--- config.mk ---
export PLATFORM = sky130hd
export DESIGN_NAME = return_config_nop_decode
export DESIGN_NICKNAME = d
export VERILOG_FILES = /design/src/core/ret_cfg_pkg.sv /design/src/core/return_config_nop_decode.sv
export VERILOG_INCLUDE_DIRS = /design/src /design/src/core
export SDC_FILE = /design/constraint.sdc
export NUM_CORES = 1
export LEC_CHECK = 0
export BUFFER_PORTS_ARGS = -buffer_cell sky130_fd_sc_hd__buf_4
export CORE_MARGIN = 2
export CORE_UTILIZATION = 40
export DETAILED_ROUTE_END_ITERATION = 10
export PLACE_DENSITY = 0.7
export SLEW_MARGIN = 20
export SYNTH_ARGS = -nofsm -noshare
export SYNTH_HDL_FRONTEND = slang
export SYNTH_SLANG_ARGS = --single-unit
--- constraint.sdc ---
create_clock -name clk_i -period 3.7 [get_ports clk_i]
set_input_delay 0.37 -clock clk_i [delete_from_list [all_inputs] [get_ports clk_i]]
set_output_delay 0.37 -clock clk_i [all_outputs]
set_load 0.05 [all_outputs]
--- src/core/ret_cfg_regs.svh ---
`ifndef RET_CFG_REGS_SVH
`define RET_CFG_REGS_SVH
// Instruction encodings
`define OPC_IDLE        12'h000
`define OPC_CFG_LOAD    12'h002
`define OPC_RETLIT_MASK 12'hF00
`define OPC_RETLIT_VAL  12'h800
`define LIT_MSB         7
// Reset values and program counter step
`define W_RST           8'h00
`define CFG_RST         8'hFF
`define PC_RST          10'h3FF
`define PC_STEP         10'h001
`endif

--- src/core/ret_cfg_pkg.sv ---
package ret_cfg_pkg;
  typedef logic [11:0] instr_t;
  typedef logic [7:0]  data_t;
  typedef logic [9:0]  pc_t;
  typedef enum logic [1:0] {
    ST_EXEC  = 2'h0,
    ST_FLUSH = 2'h1
  } exec_state_t;
endpackage

--- src/core/return_config_nop_decode.sv ---
`timescale 1ns/1ns
`default_nettype none
`include "ret_cfg_regs.svh"
module return_config_nop_decode (
  // Clock and reset
  input  wire logic                 clk_i,
  input  wire logic                 arst_n_i,
  // Instruction stream
  input  wire ret_cfg_pkg::instr_t  instr_i,
  input  wire ret_cfg_pkg::pc_t     stack_top_entry_i,
  // Core state
  output logic                      stack_pop_o,
  output ret_cfg_pkg::data_t        work_reg_o,
  output ret_cfg_pkg::data_t        cfg_reg_o,
  output ret_cfg_pkg::pc_t          pc_o,
  output logic                      flush_o
);
  import ret_cfg_pkg::*;

  ////////////////////////////////////////////////////////////////////
  // Decode
  function automatic logic is_retlit(input instr_t op);
    return (op & `OPC_RETLIT_MASK) == `OPC_RETLIT_VAL;
  endfunction

  function automatic logic is_cfg_load(input instr_t op);
    return op == `OPC_CFG_LOAD;
  endfunction

  function automatic logic is_idle(input instr_t op);
    return op == `OPC_IDLE;
  endfunction

  exec_state_t state_ff;
  exec_state_t nxt_state;
  logic        pop_ff;
  logic        nxt_pop;
  logic        flush_ff;
  logic        nxt_flush;
  data_t       work_ff;
  data_t       nxt_work;
  data_t       cfg_ff;
  data_t       nxt_cfg;
  pc_t         pc_ff;
  pc_t         nxt_pc;
  logic        take_retlit;
  logic        take_cfg;

  ////////////////////////////////////////////////////////////////////
  // Instruction acceptance, ignored in the flush cycle
  always_comb begin
    take_retlit = (state_ff == ST_EXEC) && is_retlit(instr_i);
    take_cfg    = (state_ff == ST_EXEC) && is_cfg_load(instr_i);
  end

  ////////////////////////////////////////////////////////////////////
  // Sequencing
  always_comb begin
    nxt_state = ST_EXEC;
    nxt_pop   = 1'b0;
    nxt_flush = 1'b0;
    case (state_ff)
      ST_EXEC: begin
        if (take_retlit) begin
          nxt_state = ST_FLUSH;
          nxt_pop   = 1'b1;
          nxt_flush = 1'b1;
        end
      end
      ST_FLUSH: begin
        nxt_state = ST_EXEC;
      end
      default: begin
        nxt_state = ST_EXEC;
      end
    endcase
  end

  always_ff @(posedge clk_i or negedge arst_n_i) begin
    if (!arst_n_i) begin
      state_ff <= ST_EXEC;
      pop_ff   <= 1'b0;
      flush_ff <= 1'b0;
    end else begin
      state_ff <= nxt_state;
      pop_ff   <= nxt_pop;
      flush_ff <= nxt_flush;
    end
  end

  ////////////////////////////////////////////////////////////////////
  // Working and configuration registers
  always_comb begin
    nxt_work = work_ff;
    nxt_cfg  = cfg_ff;
    if (take_cfg) begin
      nxt_cfg = work_ff;
    end
    if (take_retlit) begin
      nxt_work = instr_i[`LIT_MSB:0];
    end
  end

  always_ff @(posedge clk_i or negedge arst_n_i) begin
    if (!arst_n_i) begin
      work_ff <= `W_RST;
      cfg_ff  <= `CFG_RST;
    end else begin
      work_ff <= nxt_work;
      cfg_ff  <= nxt_cfg;
    end
  end

  ////////////////////////////////////////////////////////////////////
  // Program counter
  always_comb begin
    case (state_ff)
      ST_EXEC: begin
        if (take_retlit) begin
          nxt_pc = stack_top_entry_i;
        end else begin
          nxt_pc = pc_ff + `PC_STEP;
        end
      end
      ST_FLUSH: begin
        nxt_pc = pc_ff;
      end
      default: begin
        nxt_pc = pc_ff;
      end
    endcase
  end

  always_ff @(posedge clk_i or negedge arst_n_i) begin
    if (!arst_n_i) begin
      pc_ff <= `PC_RST;
    end else begin
      pc_ff <= nxt_pc;
    end
  end

  ////////////////////////////////////////////////////////////////////
  // Outputs
  assign work_reg_o  = work_ff;
  assign cfg_reg_o   = cfg_ff;
  assign pc_o        = pc_ff;
  assign stack_pop_o = pop_ff;
  assign flush_o     = flush_ff;

  ////////////////////////////////////////////////////////////////////
  // Checks
  a_cfg_load_copy: assert property (
    @(posedge clk_i) disable iff (!arst_n_i)
    state_ff == ST_EXEC && instr_i == `OPC_CFG_LOAD
    |=> cfg_ff == $past(work_ff))
    else $error("config load did not copy working register");

  a_retlit_literal: assert property (
    @(posedge clk_i) disable iff (!arst_n_i)
    state_ff == ST_EXEC && is_retlit(instr_i)
    |=> work_ff == $past(instr_i[`LIT_MSB:0]))
    else $error("literal return wrong working value");

  a_retlit_pc: assert property (
    @(posedge clk_i) disable iff (!arst_n_i)
    state_ff == ST_EXEC && is_retlit(instr_i)
    |=> pc_ff == $past(stack_top_entry_i) ##1 $stable(pc_ff))
    else $error("literal return wrong program counter");

  a_retlit_pop: assert property (
    @(posedge clk_i) disable iff (!arst_n_i)
    state_ff == ST_EXEC && is_retlit(instr_i)
    |=> stack_pop_o ##1 !stack_pop_o)
    else $error("stack pop not a single pulse");

  a_retlit_two_cyc: assert property (
    @(posedge clk_i) disable iff (!arst_n_i)
    state_ff == ST_EXEC && is_retlit(instr_i)
    |=> flush_o ##1 !flush_o)
    else $error("literal return not two cycles");

  a_flush_holds: assert property (
    @(posedge clk_i) disable iff (!arst_n_i)
    flush_o
    |=> $stable(pc_ff) && $stable(work_ff) && $stable(cfg_ff))
    else $error("flush cycle changed state");

  a_idle_no_change: assert property (
    @(posedge clk_i) disable iff (!arst_n_i)
    state_ff == ST_EXEC && instr_i == `OPC_IDLE
    |=> $stable(work_ff) && $stable(cfg_ff) && !stack_pop_o)
    else $error("idle instruction changed state");

  a_idle_pc_step: assert property (
    @(posedge clk_i) disable iff (!arst_n_i)
    state_ff == ST_EXEC && instr_i == `OPC_IDLE
    |=> pc_ff == $past(pc_ff) + `PC_STEP)
    else $error("idle instruction did not advance pc");

  c_cfg_load: cover property (
    @(posedge clk_i) disable iff (!arst_n_i)
    state_ff == ST_EXEC && instr_i == `OPC_CFG_LOAD);

  c_retlit: cover property (
    @(posedge clk_i) disable iff (!arst_n_i)
    flush_o);

  c_idle: cover property (
    @(posedge clk_i) disable iff (!arst_n_i)
    state_ff == ST_EXEC && is_idle(instr_i));

  c_cfg_after_ret: cover property (
    @(posedge clk_i) disable iff (!arst_n_i)
    flush_o ##2 (state_ff == ST_EXEC && is_cfg_load(instr_i)));

endmodule
`default_nettype wire

==> results.py <==
metrics = {
    "clock_tree": {
        "cts_made_buffers": 3,
        "clk-insertion-delay-late_ps": 310,
        "clock_tree.root_cell": "sky130_fd_sc_hd__clkbuf_4",
        "cts_setup_buffers": 0,
        "tritoncts": "done",
        "max-clock-path-buffers": 2,
        "ctsHoldBuffers": 1,
        "tritoncts_num_sinks": 27,
        "cts.repair.resized": 0,
        "ctsHtreeMaxLevel": 1,
        "path_clk_slew_ps": 130,
    },
    "floorplanning": {
        "core-area_mm2": 0.00310,
        "ports_placed_on_the_boundary": 52,
        "die_area_mm2": 0.00379,
        "floorplan.initialDensity_pct": 42.7,
        "die_extent_in_x_um": 61.6,
        "rows": 20,
        "die-height_um": 61.6,
    },
    "synth": {
        "yosys_reg_bits": 27,
        "ys.warnings.count": 0,
        "seq_area_frac_synth_pct": 52.7,
        "synthDistinctLibCells": 34,
        "syn_area_per_cell_um2": 11.6,
        "synth_enable_flop_cells": 0,
        "ys_dominant_reg_cell": "sky130_fd_sc_hd__dfstp_2",
        "combined_area_of_all_synthesized_cells_mm2": 0.00133,
        "synth.net_count": 139,
        "synth_top_cell_by_area": "sky130_fd_sc_hd__dfstp_2",
        "post_synth_inst_count": 114,
        "synth_largest_type_area_fraction_pct": 35.7,
        "synth_async_sr_flop_share_pct": 100,
        "synthTopCellsByArea": "sky130_fd_sc_hd__dfstp_2, sky130_fd_sc_hd__dfrtp_1, sky130_fd_sc_hd__mux2_2, sky130_fd_sc_hd__a21oi_1, sky130_fd_sc_hd__nand4_1",
    },
    "timing": {
        "slew_headroom_pct": 36.5,
        "final.setup.tns_ps": 0,
        "final.period_utilization_pct": 48.1,
        "final_period_minus_worst_setup_slack_ps": 1780,
        "clock_skew_ps": 1.91,
        "worst-slew-pin-transition_ps": 950,
        "final-setup-viol-count": 0,
        "setup_repair_after_global_routing_missed_its_margin": "false",
        "final_max_slew_viol_count": 0,
        "setup_slack_ps": 1920,
        "final_hold_viol_count": 0,
        "max_freq_mhz": 562,
    },
    "run": {
        "timing.max_cap.violations": 0,
    },
    "worst_setup_path": {
        "worstPathMaxFanout": 18,
        "worst_path_max_delay_cell": "sky130_fd_sc_hd__dfrtp_1",
        "critical_path_buf_inv_count": 1,
        "start_kind": "register",
        "cp_slowest_stage_delay_ps": 780,
        "cp.required_ps": 3330,
        "worstPathArrival_ps": 1410,
        "worstSetupEndpointType": "primary output",
        "critical_setup_path_kind": "register to primary output",
        "timing.critical_path.max_delay_family": "flip-flops",
        "crit_path_cell_trace": "buf_4",
    },
    "finish": {
        "instances_no_fill": 208,
        "flow.area_growth_from_synthesis_pct": 32.5,
        "post-route-cell-area_mm2": 0.00176,
        "fill_cells": 304,
        "nets": 190,
        "num_antenna_cells": 0,
        "drive_gt1_share_pct": 53.0,
    },
    "drt": {
        "route.antenna.remaining_nets": 0,
        "wl_per_cell_um": 14.5,
        "first_iter_violations": 70,
        "remaining_drc_errors": 0,
        "viasPerCell": 5.34,
        "detailedRoute.firstPassIterationCount": 4,
        "drt_total_wl_um": 3030,
        "num_vias": 1111,
    },
    "global_routing": {
        "gr-usage-met2_pct": 29.2,
        "globalRoute.busiestLayer": "met2",
        "gr-usage-met1_pct": 22.9,
        "grt_use_met3_pct": 2.52,
        "grt_pass1_wl_um": 4890,
        "grt.overflow.total": 0,
        "antenna_found_initial": 0,
        "global_route.usage.total_pct": 17.3,
        "maximum_number_of_pins_on_one_net_before_global_route_repair": 28,
        "grt_pass1_vias": 1096,
    },
    "power_and_ir_drop": {
        "total_power_w": 0.00116,
        "worst_ir_drop_vdd_v": 0.000365,
        "power_density_mw_per_mm2": 663,
        "total_leakage_power_nw": 0.765,
    },
    "placement": {
        "io_buffers": 51,
        "preCtsSetupSlack_ps": 1610,
        "placement.cell_area_mm2": 0.00172,
        "routabilityCongestion": 0.896,
        "place.detailed.hpwl_um": 2290,
        "placed_cells_incl_taps": 203,
    },
    "worst_hold_path": {
        "holdCritPathClass": "input pin to register",
    },
    "outcome": {
        "outcome": "finished, final reports clean",
    },
}
[placed cells by master (no fill, tap or decap), drive strengths merged, types with 2 or more instances in the layout]
cell and n:
nand4 6, a2bb2oi 3, dfstp 18, a31oi 2
nand2 8, o22ai 5, nand3 2, nor4b 3
nor3 4, o21ai 6, dfrtp 9, clkbuf 4
buf 51, nor4 2, a21oi 8, nor2 5
mux2 16
[logic make-up after synthesis]
| group | share of synthesized area, % |
|---|---|
| DFF | 52.7 |
| AOI/OAI and AO/OA | 11.8 |
| muxes | 14.4 |
| buffers and inverters | 3.59 |
| adders and majority gates | 0.944 |
| and+or+nand+nor | 16.6 |
[registers in the layout (all words and copies together) (netlist names)]
register / cells
state_ff: 1
cfg_reg_o: 8
pc_o: 10
work_reg_o: 8
[layer usage]
layer | wire length [um] | vias up | part of all wire (%)
met1 | 1350 | 522 | 45
li1 | - | 531 | -
met4 | 28 | 0 | 0.93
met2 | 1420 | 54 | 47
met5 | 0 | - | 0
met3 | 234 | 4 | 7.7
[power by group]
group,internal [W],switching (W)
logic,0.000182,0.000359
clock network,0.0000421,0.0000791
registers,0.000403,0.0000990
[layout make-up]
class                           count  area (um^2)  area share (%)
Multi-Input combinational cell     80          579            33.0
Sequential cell                    27          698            39.8
Inverter                            1         3.75           0.214
Clock buffer                        4         26.3            1.50
Tap cell                           44         55.1            3.14
Timing Repair Buffer               52          393            22.4
[cells in the mapped netlist, types with 2 or more instances]
| library cell | number |
|---|---|
| sky130_fd_sc_hd__nor4_1 | 2 |
| sky130_fd_sc_hd__nand3_1 | 2 |
| sky130_fd_sc_hd__a2bb2oi_1 | 3 |
| sky130_fd_sc_hd__mux2_1 | 3 |
| sky130_fd_sc_hd__nand4_1 | 6 |
| sky130_fd_sc_hd__nor2_1 | 4 |
| sky130_fd_sc_hd__a31oi_1 | 2 |
| sky130_fd_sc_hd__buf_6 | 2 |
| sky130_fd_sc_hd__mux2_2 | 13 |
| sky130_fd_sc_hd__dfrtp_1 | 9 |
| sky130_fd_sc_hd__nor3_1 | 4 |
| sky130_fd_sc_hd__o22ai_1 | 5 |
| sky130_fd_sc_hd__nand2_1 | 8 |
| sky130_fd_sc_hd__dfstp_2 | 18 |
| sky130_fd_sc_hd__nor4b_1 | 2 |
| sky130_fd_sc_hd__o21ai_0 | 6 |
| sky130_fd_sc_hd__a21oi_1 | 8 |
[path summary, 6_finish.rpt]
kind	from	slack [ps]	endpoint	cells after the start
hold / removal	stack_top_entry_i[6]	250	pc_o[6]$_DFFE_PN1N_	3
min in group asynchronous	arst_n_i	490	work_reg_o[5]$_DFFE_PN0P_	2
hold reg to reg	pc_o[9]$_DFFE_PN1N_	530	pc_o[9]$_DFFE_PN1N_	1
setup / recovery	state_ff[0]$_DFF_PN0_	1920	flush_o	1
max in group asynchronous	arst_n_i	2910	pc_o[5]$_DFFE_PN1N_	2
setup reg to reg	state_ff[0]$_DFF_PN0_	1970	cfg_reg_o[0]$_DFFE_PN1P_	3
[per-stage QoR]
stage	hold WS (ps)	utilization, %
6_report	247	56.6
5_1_grt	246	56.6
3_5_place_dp	300	55.4
4_1_cts	231	56.6
3_3_place_gp	299	55.4
2_1_floorplan	74.4	-
(Power assumes the default switching activity.)
